[src/rtl/mmfr_pkg.sv]
/*
 Constants and carrier types for the memory model feature identification register.
 Assumes a core pipeline that presents decoded system-register read requests.
*/
// Notes on behaviour
// - 64-bit read-only id register; bits 63:44 and 19:16 read zero.
// - Bits 43:40 return 2: small granule supported at stage two.
// - Bits 39:36 return 2: large granule supported at stage two.
// - Bits 35:32 return 2: mid granule supported at stage two.
// - Bits 31:28 return 0: small granule supported.
// - Bits 27:24 return 0: large granule supported.
// - Bits 23:20 return 1: mid granule supported.
// - Bits 15:12 return 1: secure and non-secure memory distinguished.
// - Bits 11:8 return 1: mixed-endian support, endianness bits configurable.
// - Bits 7:4 return 2: space identifiers are 16 bits wide.
// - Bits 3:0 return 2: physical address range 40 bits.
// - Read decoded at op0 3, op1 0, CRn 0, CRm 7, op2 0.
// - Lowest-level read traps to hypervisor if enabled and general trap, else kernel.
// - Kernel read traps to hypervisor when enabled and id trap set, else returns.
// - Hypervisor and highest level reads return value without trap.
package mmfr_pkg;

   // Privilege levels
   typedef enum logic [1:0] {
      LEVEL_USER,
      LEVEL_KERNEL,
      LEVEL_HYP,
      LEVEL_MONITOR
   } privilege_level_t;

   // Decoded system-register selector
   typedef struct packed {
      logic [1:0] op0;
      logic [2:0] op1;
      logic [3:0] crn;
      logic [3:0] crm;
      logic [2:0] op2;
   } sysreg_sel_t;

   // Read request from the pipeline
   typedef struct packed {
      logic             valid;
      sysreg_sel_t      sel;
      privilege_level_t level;
      logic             hyp_enabled;
      logic             hyp_general_trap;
      logic             hyp_id_trap;
   } read_req_t;

   // Read answer to the pipeline
   typedef struct packed {
      logic        valid;
      logic        hit;
      logic        trap;
      logic [1:0]  trap_level;
      logic [5:0]  trap_class;
      logic [63:0] data;
   } read_rsp_t;

   localparam sysreg_sel_t SEL_MMFR0 = '{op0: 2'h3, op1: 3'h0, crn: 4'h0, crm: 4'h7, op2: 3'h0};
   localparam logic [5:0]  TRAP_CLASS_SYSREG = 6'h18;

   // Field positions (low bit of each 4-bit field)
   localparam int SMALL_GRAN_S2_LSB = 40;
   localparam int LARGE_GRAN_S2_LSB = 36;
   localparam int MID_GRAN_S2_LSB   = 32;
   localparam int SMALL_GRAN_LSB    = 28;
   localparam int LARGE_GRAN_LSB    = 24;
   localparam int MID_GRAN_LSB      = 20;
   localparam int SECURE_MEM_LSB    = 12;
   localparam int MIXED_ENDIAN_LSB  = 8;
   localparam int SPACE_ID_LSB      = 4;
   localparam int PHYS_RANGE_LSB    = 0;

   // Field values
   localparam logic [3:0] SMALL_GRAN_S2_VAL = 4'h2;
   localparam logic [3:0] LARGE_GRAN_S2_VAL = 4'h2;
   localparam logic [3:0] MID_GRAN_S2_VAL   = 4'h2;
   localparam logic [3:0] SMALL_GRAN_VAL    = 4'h0;
   localparam logic [3:0] LARGE_GRAN_VAL    = 4'h0;
   localparam logic [3:0] MID_GRAN_VAL      = 4'h1;
   localparam logic [3:0] SECURE_MEM_VAL    = 4'h1;
   localparam logic [3:0] MIXED_ENDIAN_VAL  = 4'h1;
   localparam logic [3:0] SPACE_ID_VAL      = 4'h2;
   localparam logic [3:0] PHYS_RANGE_VAL    = 4'h2;

   // Assembled register image; reserved bits zero
   localparam logic [63:0] MMFR0_VALUE = {20'h00000,
      SMALL_GRAN_S2_VAL, LARGE_GRAN_S2_VAL, MID_GRAN_S2_VAL,
      SMALL_GRAN_VAL, LARGE_GRAN_VAL, MID_GRAN_VAL, 4'h0,
      SECURE_MEM_VAL, MIXED_ENDIAN_VAL, SPACE_ID_VAL, PHYS_RANGE_VAL};

endpackage

[src/rtl/mmfr_access_check.sv]
/*
 Combinational access check for reads of the identification register.
 Assumes the request fields are stable while valid is high.
*/
`timescale 1ns/1ns
module mmfr_access_check (
   input  wire mmfr_pkg::read_req_t req,
   output logic                    hit,
   output logic                    trap,
   output logic [1:0]              trap_level
);

   // Decode selector and work out trap destination
   always_comb begin
      hit        = req.valid && (req.sel == mmfr_pkg::SEL_MMFR0);
      trap       = 1'b0;
      trap_level = 2'h0;
      case (req.level)
         mmfr_pkg::LEVEL_USER: begin
            trap = hit;
            if (req.hyp_enabled && req.hyp_general_trap) begin
               trap_level = mmfr_pkg::LEVEL_HYP;
            end else begin
               trap_level = mmfr_pkg::LEVEL_KERNEL;
            end
         end
         mmfr_pkg::LEVEL_KERNEL: begin
            trap       = hit && req.hyp_enabled && req.hyp_id_trap;
            trap_level = mmfr_pkg::LEVEL_HYP;
         end
         default: begin
            trap = 1'b0;
         end
      endcase
   end

endmodule // mmfr_access_check

[src/rtl/mmfr_id_reg.sv]
/*
 Memory model feature identification register with its read access check.
 The image is assembled from per-field placements so that reserved bits can
 only ever read zero; the answer is registered and pulses for one cycle.
 Assumes one decoded read request per cycle; answer one cycle later.
 Assumes the selector and control levels in the request are settled by the
 rising edge on which valid is high.
*/
`timescale 1ns/1ns
module mmfr_id_reg (
   input  wire logic                clk,
   input  wire logic                rst,
   input  wire mmfr_pkg::read_req_t req,
   output mmfr_pkg::read_rsp_t      rsp
);

   logic                hit;
   logic                trap;
   logic [1:0]          trap_level;
   mmfr_pkg::read_rsp_t rsp_ff;
   mmfr_pkg::read_rsp_t nxt_rsp;

   // Placement of every defined four-bit field: low bit and fixed value
   localparam int         N_FIELDS = 10;
   localparam int         FIELD_LSB [N_FIELDS] = '{
      mmfr_pkg::SMALL_GRAN_S2_LSB,
      mmfr_pkg::LARGE_GRAN_S2_LSB,
      mmfr_pkg::MID_GRAN_S2_LSB,
      mmfr_pkg::SMALL_GRAN_LSB,
      mmfr_pkg::LARGE_GRAN_LSB,
      mmfr_pkg::MID_GRAN_LSB,
      mmfr_pkg::SECURE_MEM_LSB,
      mmfr_pkg::MIXED_ENDIAN_LSB,
      mmfr_pkg::SPACE_ID_LSB,
      mmfr_pkg::PHYS_RANGE_LSB
   };
   localparam logic [3:0] FIELD_VAL [N_FIELDS] = '{
      mmfr_pkg::SMALL_GRAN_S2_VAL,
      mmfr_pkg::LARGE_GRAN_S2_VAL,
      mmfr_pkg::MID_GRAN_S2_VAL,
      mmfr_pkg::SMALL_GRAN_VAL,
      mmfr_pkg::LARGE_GRAN_VAL,
      mmfr_pkg::MID_GRAN_VAL,
      mmfr_pkg::SECURE_MEM_VAL,
      mmfr_pkg::MIXED_ENDIAN_VAL,
      mmfr_pkg::SPACE_ID_VAL,
      mmfr_pkg::PHYS_RANGE_VAL
   };

   // Register image and one word per placed field
   logic [63:0]         image;
   logic [63:0]         field_word [N_FIELDS];

   // Check helper: first good value answered since reset
   logic                seen_ff;
   logic                nxt_seen;
   logic [63:0]         first_ff;
   logic [63:0]         nxt_first;

   mmfr_access_check u_check (
      .req        (req),
      .hit        (hit),
      .trap       (trap),
      .trap_level (trap_level)
   );

   // Put each field at its own position in an otherwise empty word
   for (genvar g = 0; g < N_FIELDS; g++) begin : gen_field
      assign field_word[g] = 64'(FIELD_VAL[g]) << FIELD_LSB[g];
   end

   // Merge the placed fields; bits that no field covers stay zero
   always_comb begin
      image = 64'h0;
      for (int i = 0; i < N_FIELDS; i++) begin
         image = image | field_word[i];
      end
   end

   // Form the answer; data is the fixed image, never written, on an untrapped hit, else zero
   always_comb begin
      nxt_rsp            = '0;
      nxt_rsp.valid      = req.valid;
      nxt_rsp.hit        = hit;
      nxt_rsp.trap       = trap;
      if (trap) begin
         nxt_rsp.trap_level = trap_level;
         nxt_rsp.trap_class = mmfr_pkg::TRAP_CLASS_SYSREG;
      end else if (hit) begin
         nxt_rsp.data = image;
      end
   end

   // Answer register
   always_ff @(posedge clk) begin
      if (rst) begin
         rsp_ff <= '0;
      end else begin
         rsp_ff <= nxt_rsp;
      end
   end

   assign rsp = rsp_ff;

   // Capture the first good value answered; later reads are held against it,
   // which catches a value that drifts between reads that are far apart
   always_comb begin
      nxt_seen  = seen_ff;
      nxt_first = first_ff;
      if (rsp.valid && rsp.hit && !rsp.trap && !seen_ff) begin
         nxt_seen  = 1'b1;
         nxt_first = rsp.data;
      end
   end

   // Helper registers, cleared with the answer
   always_ff @(posedge clk) begin
      if (rst) begin
         seen_ff  <= 1'b0;
         first_ff <= 64'h0;
      end else begin
         seen_ff  <= nxt_seen;
         first_ff <= nxt_first;
      end
   end

   // Checks on the whole answer value and on the reserved bits
   property hit_data_p;
      @(posedge clk) disable iff (rst)
      (hit && !trap) |=> (rsp.valid && rsp.hit && rsp.data == 64'h0000_0222_0010_1122);
   endproperty
   image_value_a: assert property (hit_data_p) else $error("wrong id value");
   image_build_a: assert property (@(posedge clk) disable iff (rst)
      image == 64'h0000_0222_0010_1122)
      else $error("image assembly wrong");
   reserved_zero_a: assert property (@(posedge clk) disable iff (rst)
      rsp.valid |-> rsp.data[63:44] == 20'h00000 && rsp.data[19:16] == 4'h0)
      else $error("reserved bits set");

   // Checks on the individual fields of a returned value
   small_s2_a: assert property (@(posedge clk) disable iff (rst)
      rsp.hit && !rsp.trap |-> rsp.data[43:40] == 4'h2)
      else $error("small stage two field");
   large_s2_a: assert property (@(posedge clk) disable iff (rst)
      rsp.hit && !rsp.trap |-> rsp.data[39:36] == 4'h2)
      else $error("large stage two field");
   mid_s2_a: assert property (@(posedge clk) disable iff (rst)
      rsp.hit && !rsp.trap |-> rsp.data[35:32] == 4'h2)
      else $error("mid stage two field");
   small_gran_a: assert property (@(posedge clk) disable iff (rst)
      rsp.hit && !rsp.trap |-> rsp.data[31:28] == 4'h0)
      else $error("small granule field");
   large_gran_a: assert property (@(posedge clk) disable iff (rst)
      rsp.hit && !rsp.trap |-> rsp.data[27:24] == 4'h0)
      else $error("large granule field");
   mid_gran_a: assert property (@(posedge clk) disable iff (rst)
      rsp.hit && !rsp.trap |-> rsp.data[23:20] == 4'h1)
      else $error("mid granule field");
   secure_mem_a: assert property (@(posedge clk) disable iff (rst)
      rsp.hit && !rsp.trap |-> rsp.data[15:12] == 4'h1)
      else $error("secure memory field");
   mixed_endian_a: assert property (@(posedge clk) disable iff (rst)
      rsp.hit && !rsp.trap |-> rsp.data[11:8] == 4'h1)
      else $error("mixed endian field");
   space_id_a: assert property (@(posedge clk) disable iff (rst)
      rsp.hit && !rsp.trap |-> rsp.data[7:4] == 4'h2)
      else $error("space id field");
   phys_range_a: assert property (@(posedge clk) disable iff (rst)
      rsp.hit && !rsp.trap |-> rsp.data[3:0] == 4'h2)
      else $error("physical range field");

   // Checks on decoding and on the shape of the answer
   decode_hit_a: assert property (@(posedge clk) disable iff (rst)
      req.valid && req.sel.crm == 4'h7 && req.sel.op0 == 2'h3 && req.sel.op1 == 3'h0
      && req.sel.crn == 4'h0 && req.sel.op2 == 3'h0 |=> rsp.hit)
      else $error("decode missed");
   miss_quiet_a: assert property (@(posedge clk) disable iff (rst)
      rsp.valid && !rsp.hit |-> !rsp.trap && rsp.data == 64'h0)
      else $error("refused read answered");
   valid_follow_a: assert property (@(posedge clk) disable iff (rst)
      req.valid |=> rsp.valid)
      else $error("read not answered");
   idle_quiet_a: assert property (@(posedge clk) disable iff (rst)
      !req.valid |=> !rsp.valid)
      else $error("answer without read");

   // Checks on trapping by privilege level
   user_trap_a: assert property (@(posedge clk) disable iff (rst)
      hit && req.level == mmfr_pkg::LEVEL_USER |=> rsp.trap && rsp.trap_class == 6'h18
      && rsp.trap_level == (($past(req.hyp_enabled) && $past(req.hyp_general_trap)) ? 2'h2 : 2'h1))
      else $error("user trap wrong");
   trap_empty_a: assert property (@(posedge clk) disable iff (rst)
      rsp.trap |-> rsp.hit && rsp.trap_class == 6'h18 && rsp.data == 64'h0)
      else $error("trap carries data");
   kernel_trap_a: assert property (@(posedge clk) disable iff (rst)
      hit && req.level == mmfr_pkg::LEVEL_KERNEL |=> rsp.trap == ($past(req.hyp_enabled) && $past(req.hyp_id_trap)))
      else $error("kernel trap wrong");
   kernel_dest_a: assert property (@(posedge clk) disable iff (rst)
      hit && trap && req.level == mmfr_pkg::LEVEL_KERNEL |=> rsp.trap_level == 2'h2 && rsp.trap_class == 6'h18)
      else $error("kernel trap level wrong");
   high_no_trap_a: assert property (@(posedge clk) disable iff (rst)
      hit && req.level[1] |=> !rsp.trap && rsp.data == mmfr_pkg::MMFR0_VALUE)
      else $error("high level trapped");
   hyp_read_a: assert property (@(posedge clk) disable iff (rst)
      hit && req.level == mmfr_pkg::LEVEL_HYP |=> rsp.hit && !rsp.trap && rsp.data == 64'h0000_0222_0010_1122)
      else $error("hypervisor read wrong");
   monitor_read_a: assert property (@(posedge clk) disable iff (rst)
      hit && req.level == mmfr_pkg::LEVEL_MONITOR |=> rsp.hit && !rsp.trap && rsp.data == 64'h0000_0222_0010_1122)
      else $error("highest level read wrong");

   // Checks that the value never changes and that reset clears the answer
   stable_value_a: assert property (@(posedge clk) disable iff (rst)
      rsp.hit && !rsp.trap ##1 rsp.hit && !rsp.trap |-> $stable(rsp.data))
      else $error("value changed");
   value_kept_a: assert property (@(posedge clk) disable iff (rst)
      seen_ff && rsp.hit && !rsp.trap |-> rsp.data == first_ff)
      else $error("value differs from first read");
   reset_clear_a: assert property (@(posedge clk)
      rst |=> !rsp.valid && !rsp.trap && rsp.data == 64'h0)
      else $error("answer not cleared by reset");

   // Main scenarios that the bench should reach
   user_read_c: cover property (@(posedge clk) hit && req.level == mmfr_pkg::LEVEL_USER);
   kernel_trap_c: cover property (@(posedge clk) hit && trap && req.level == mmfr_pkg::LEVEL_KERNEL);
   kernel_read_c: cover property (@(posedge clk) hit && !trap && req.level == mmfr_pkg::LEVEL_KERNEL);
   back_to_back_c: cover property (@(posedge clk) hit ##1 hit);
   miss_read_c: cover property (@(posedge clk) req.valid && !hit);

endmodule // mmfr_id_reg

[config.mk]
export PLATFORM = sky130hd
export DESIGN_NAME = mmfr_id_reg
export DESIGN_NICKNAME = d
export VERILOG_FILES = /design/src/rtl/mmfr_pkg.sv /design/src/rtl/mmfr_access_check.sv /design/src/rtl/mmfr_id_reg.sv
export SDC_FILE = /design/constraint.sdc
export NUM_CORES = 1
export LEC_CHECK = 0
export BUFFER_PORTS_ARGS = -buffer_cell sky130_fd_sc_hd__buf_2
export CAP_MARGIN = 20
export CORE_ASPECT_RATIO = 1.25
export CORE_MARGIN = 2
export CORE_UTILIZATION = 35
export CTS_BUF_LIST = sky130_fd_sc_hd__clkbuf_4 sky130_fd_sc_hd__clkbuf_8 sky130_fd_sc_hd__clkbuf_16
export DETAILED_ROUTE_END_ITERATION = 8
export GPL_TIMING_DRIVEN = 0
export HOLD_SLACK_MARGIN = 0.15
export PLACE_DENSITY = 0.93
export SLEW_MARGIN = 15
export SYNTH_ARGS = -nofsm -noshare
export SYNTH_HDL_FRONTEND = slang
export SYNTH_SLANG_ARGS = --single-unit
[constraint.sdc]
create_clock -name clk -period 1.65 [get_ports clk]
set_clock_uncertainty 0.1 [all_clocks]
set_input_delay 0.2475 -clock clk [delete_from_list [all_inputs] [get_ports clk]]
set_output_delay 0.2475 -clock clk [all_outputs]
set_load 0.03 [all_outputs]
* Yosys cells after proc, flatten, opt, wreduce, memory -nomap -nowiden
Index checks and enable logic that the tools add are counted.
** Word-level totals
- Logic and storage cells :: 21
- Bits in read-only memories :: 0
- Output and inout bits :: 75
- Bits of input ports :: 24
- Latch bits :: 0
- Memory bits (writable) :: 0
- Memories kept :: 0
- Register bits after elaboration :: 75
** Operators by class
- Multiply operators :: 0
- Reductions and logical operators :: 7
- Add/sub/neg operators :: 0
- Magnitude comparators :: 0
- Mux-type cells :: 5
- Divide/modulo/power cells :: 0
- Bitwise logic cells :: 1
- Shift operators :: 0
- Equality and inequality tests :: 2
** Operator list (number)
- 42-bit 2-to-1 mux :: 1
- 16-bit equality test (second input constant) :: 1
- 5-bit 2-to-1 mux :: 1
- 1-bit logical AND :: 4
- 2-bit one-hot mux with 2 select lines :: 1
- 2-bit OR reduction :: 2
- 2-bit by 1-bit equality test with 1-bit output (second input constant) :: 1
- 2-bit logical NOT :: 1
- 2-bit 2-to-1 mux :: 1
- 1-bit one-hot mux with 2 select lines :: 1
- 1-bit inverter :: 1

* Depth between registers and ports, before layout
- Depth after elaboration :: 7
- Mapped depth :: 3
- Depth with buffers taken out :: 3

* Hierarchy
A second synthesis with hierarchy kept.
** Unflattened totals
- Cell total of the unflattened synthesis :: 95
- Area total of the unflattened synthesis :: 803.3 um^2
** By module, submodules not included
- mmfr_id_reg :: seq. area each 120.1 um^2, cells each 82, times used 1, area each 695.7 um^2
- mmfr_access_check :: seq. area each 0.0 um^2, cells each 13, times used 1, area each 107.6 um^2

* Worst setup path before layout
Ideal clock, no wire load.
- Path type :: register to output
- Start point :: register, netlist name rsp[37]
- End point :: output port rsp[12] in the netlist's numbering
- Cell stages (with the launch flop) :: 2
- Data arrival time :: 0.818 ns
- Setup slack :: 0.485 ns
- Path buffers :: 1
- Required time :: 1.302 ns
- Path through :: dfxtp_1 > buf_4
** RTL lines
- end: declaration :: RTL line mmfr_id_reg.sv:14 : output mmfr_pkg::read_rsp_t rsp

==> impl_metrics.csv <==
group,metric,value,unit
layout,layout-drive-gt1-share,59.8,%
timing,finalCritPeriodShare,83.0,%
global_route,gr-total-overflow,0,
place,port_buffers,38,
job,maxCapViolCount,0,
timing,drv_slew,0,
layout,fin_nets,220,
global_route,grt_pass1_vias,541,
worst_setup_path,critical_path_buf_inv_count,2,
clock_network,clockBufferDepth,2,
logic_synthesis,synthAdderAreaFrac,0,%
worst_setup_path,critical_path_class,"reg2out",
timing,fin_hold_ws,0.188,ns
layout,fill_cells,195,
route,dr.pass1.iters,2,
worst_setup_path,endpoint_kind,"primary output",
logic_synthesis,synth_edf_count,0,
logic_synthesis,syn_inst,94,
worst_setup_path,start_kind,"flip-flop",
clock_network,post_cts_buffers,0,
logic_synthesis,synth_top_area_share,65.3,%
logic_synthesis,synth_area_leaders,"buf_4 (65%), dfxtp_1 (15%), nor4b_4 (3.0%)",
timing,period_minus_slack,1.37,ns
logic_synthesis,avgSynthCellArea,8.44,sq um
layout,area_delta_synth_final,59.6,%
layout,largest_register_ffs,6,
logic_synthesis,synthXorXnorAreaFrac,0,%
worst_setup_path,critPathTopFamily,"flip-flops",
hold_path,hold_path_class,"in2reg",
logic_synthesis,synthSimpleGateAreaFrac,15.8,%
clock_network,htree_levels,1,
route,routed-via-count,716,
timing,fmax,731,MHz
route,route.detailed.drc,0,
timing,finalSetupViolCount,0,
route,antenna_left,0,
worst_setup_path,worst_path_max_delay_cell,"dfxtp_1",
logic_synthesis,ys_ff_latch,6,
die,rows,19,
hold_path,hp-start,"req[21]",
clock_network,root_buffer,"clkbuf_4",
logic_synthesis,ys_types,18,
timing,fin_tns_setup,0,ns
place,place_area,1240,sq um
die,fp.dieW,46.6,microns
hold_path,hold_depth,2,
worst_setup_path,arrival,1.02,ns
global_route,antenna_found_initial,0,
layout,fin_util,58.5,%
layout,antenna_cells,0,
clock_network,cts_tree,"yes",
logic_synthesis,ys_dominant_reg_cell,"dfxtp_1",
die,io_pins,99,
route,routed_wl,1.38,mm
die,die_area,2670,sq um
clock_network,cts_buffers,3,
place,gp_congestion,0.637,
clock_network,cts.repair.resized,0,
global_route,grt_usage,9.62,%
logic_synthesis,synth_area,793,sq um
die,die_h,57.2,microns
die,start_util,36.7,%
pwr,cellPowerDensity,487,nW/um^2
logic_synthesis,seq_area_frac_synth,15.1,%
die,core,2160,sq um
logic_synthesis,yosysMostFrequentCell,"buf_4",
logic_synthesis,synthTopCellsByCount,"buf_4 (69), dfxtp_1 (6), nand2_1 (3)",
clock_network,cts.sinks,6,
logic_synthesis,synth_compound_area_share,2.84,%
layout,fin_area,1270,sq um
timing,finalHoldViolations,0,
global_route,grt_pass1_wl,1.89,mm
logic_synthesis,async_flop_share,0,%
route,avgRoutedWirePerCell,6.15,microns
route,vias_per_cell,3.18,
worst_setup_path,crit_chain,"buf_4 -> buf_2",
worst_setup_path,slowest_delay,0.45,ns
clock_network,cts_hold_buf,0,
global_route,grt_max_degree,9,
worst_setup_path,crit_required,1.30,ns
pwr,peakVddDrop,410,uV
clock_network,clkTransAtPathRegs,0.04,ns
route,drt_first_iter_violations,3,
timing,rsz0062_at_grt,"no",
run_status,status,"complete, no violations",
hold_path,hold_end,"rsp[74]",
worst_setup_path,path_max_fanout,8,
logic_synthesis,yosysWarnings,0,
pwr,leakagePower,0.000858,uW
pwr,power.total,617,uW
logic_synthesis,synth_top_family_by_area,"buffers and inverters",
logic_synthesis,synth_mux_area_share,0,%
logic_synthesis,yosys.area.top_type,"buf_4",
-- area by class of cell --
cell class,count,area [sq um],share of cell area [%]
Sequential cell,6,120,9.49
Clock buffer,3,22.5,1.78
Buffer,69,518,40.9
Tap cell,31,38.8,3.06
Timing Repair Buffer,38,190,15.0
Inverter,1,3.75,0.296
Multi-Input combinational cell,77,373,29.4
-- layer usage --
metal  global-route usage (%)  share of wire, %  vias up
li1                         -                 -      372
met1                     6.64                25      277
met2                     20.4                56       63
met3                     1.27                17        4
met4                     6.12               2.1        0
met5                        0                 0        -
-- per-stage QoR --
step | setup WS [ns] | instances
CTS | 0.243 | 225
global placement | 0.409 | 222
global route | 0.184 | 225
floorplan | 0.485 | 153
finish | 0.281 | 225
detailed placement | 0.377 | 222
-- cell usage in the layout, fill, tap and decap left out, drive strengths merged --
cell / instances
nor3: 1
and2b: 1
nor4b: 2
inv: 1
a211oi: 1
buf: 107
nand4: 1
nor2: 2
and4bb: 2
nor4: 1
conb: 60
nand3: 1
dfxtp: 6
clkbuf: 3
nand2: 3
a21bo: 1
a21oi: 1
-- power breakdown --
| group | internal, uW | leakage (uW) | switching [uW] | total (uW) |
|---|---|---|---|---|
| combinational | 124 | 0.000796 | 217 | 341 |
| sequential | 147 | 0.0000486 | 0.271 | 147 |
| clock | 81.9 | 0.0000138 | 46.8 | 129 |
| total | 352 | 0.000858 | 264 | 617 |
-- logic make-up (layout without fill, tap and decap cells) --
logic type             count (synthesis)  count (layout)
buffers and inverters                 70             111
AOI/OAI and AO/OA                      3               3
DFF                                    6               6
and+or+nand+nor                       14              14
other                                  1              60
-- worst max-delay path by stage --
stage                  from  slack, ns  cells after the start      end
detailed placement   req[5]       0.38                      4  rsp[71]
global route        rsp[37]       0.18                      2  rsp[37]
finish              rsp[37]       0.28                      2  rsp[12]
global placement     req[5]       0.41                      4  rsp[71]
floorplan           rsp[37]       0.48                      1  rsp[12]
CTS                 rsp[37]       0.24                      2  rsp[12]
Power figures use the tool's default switching activity.
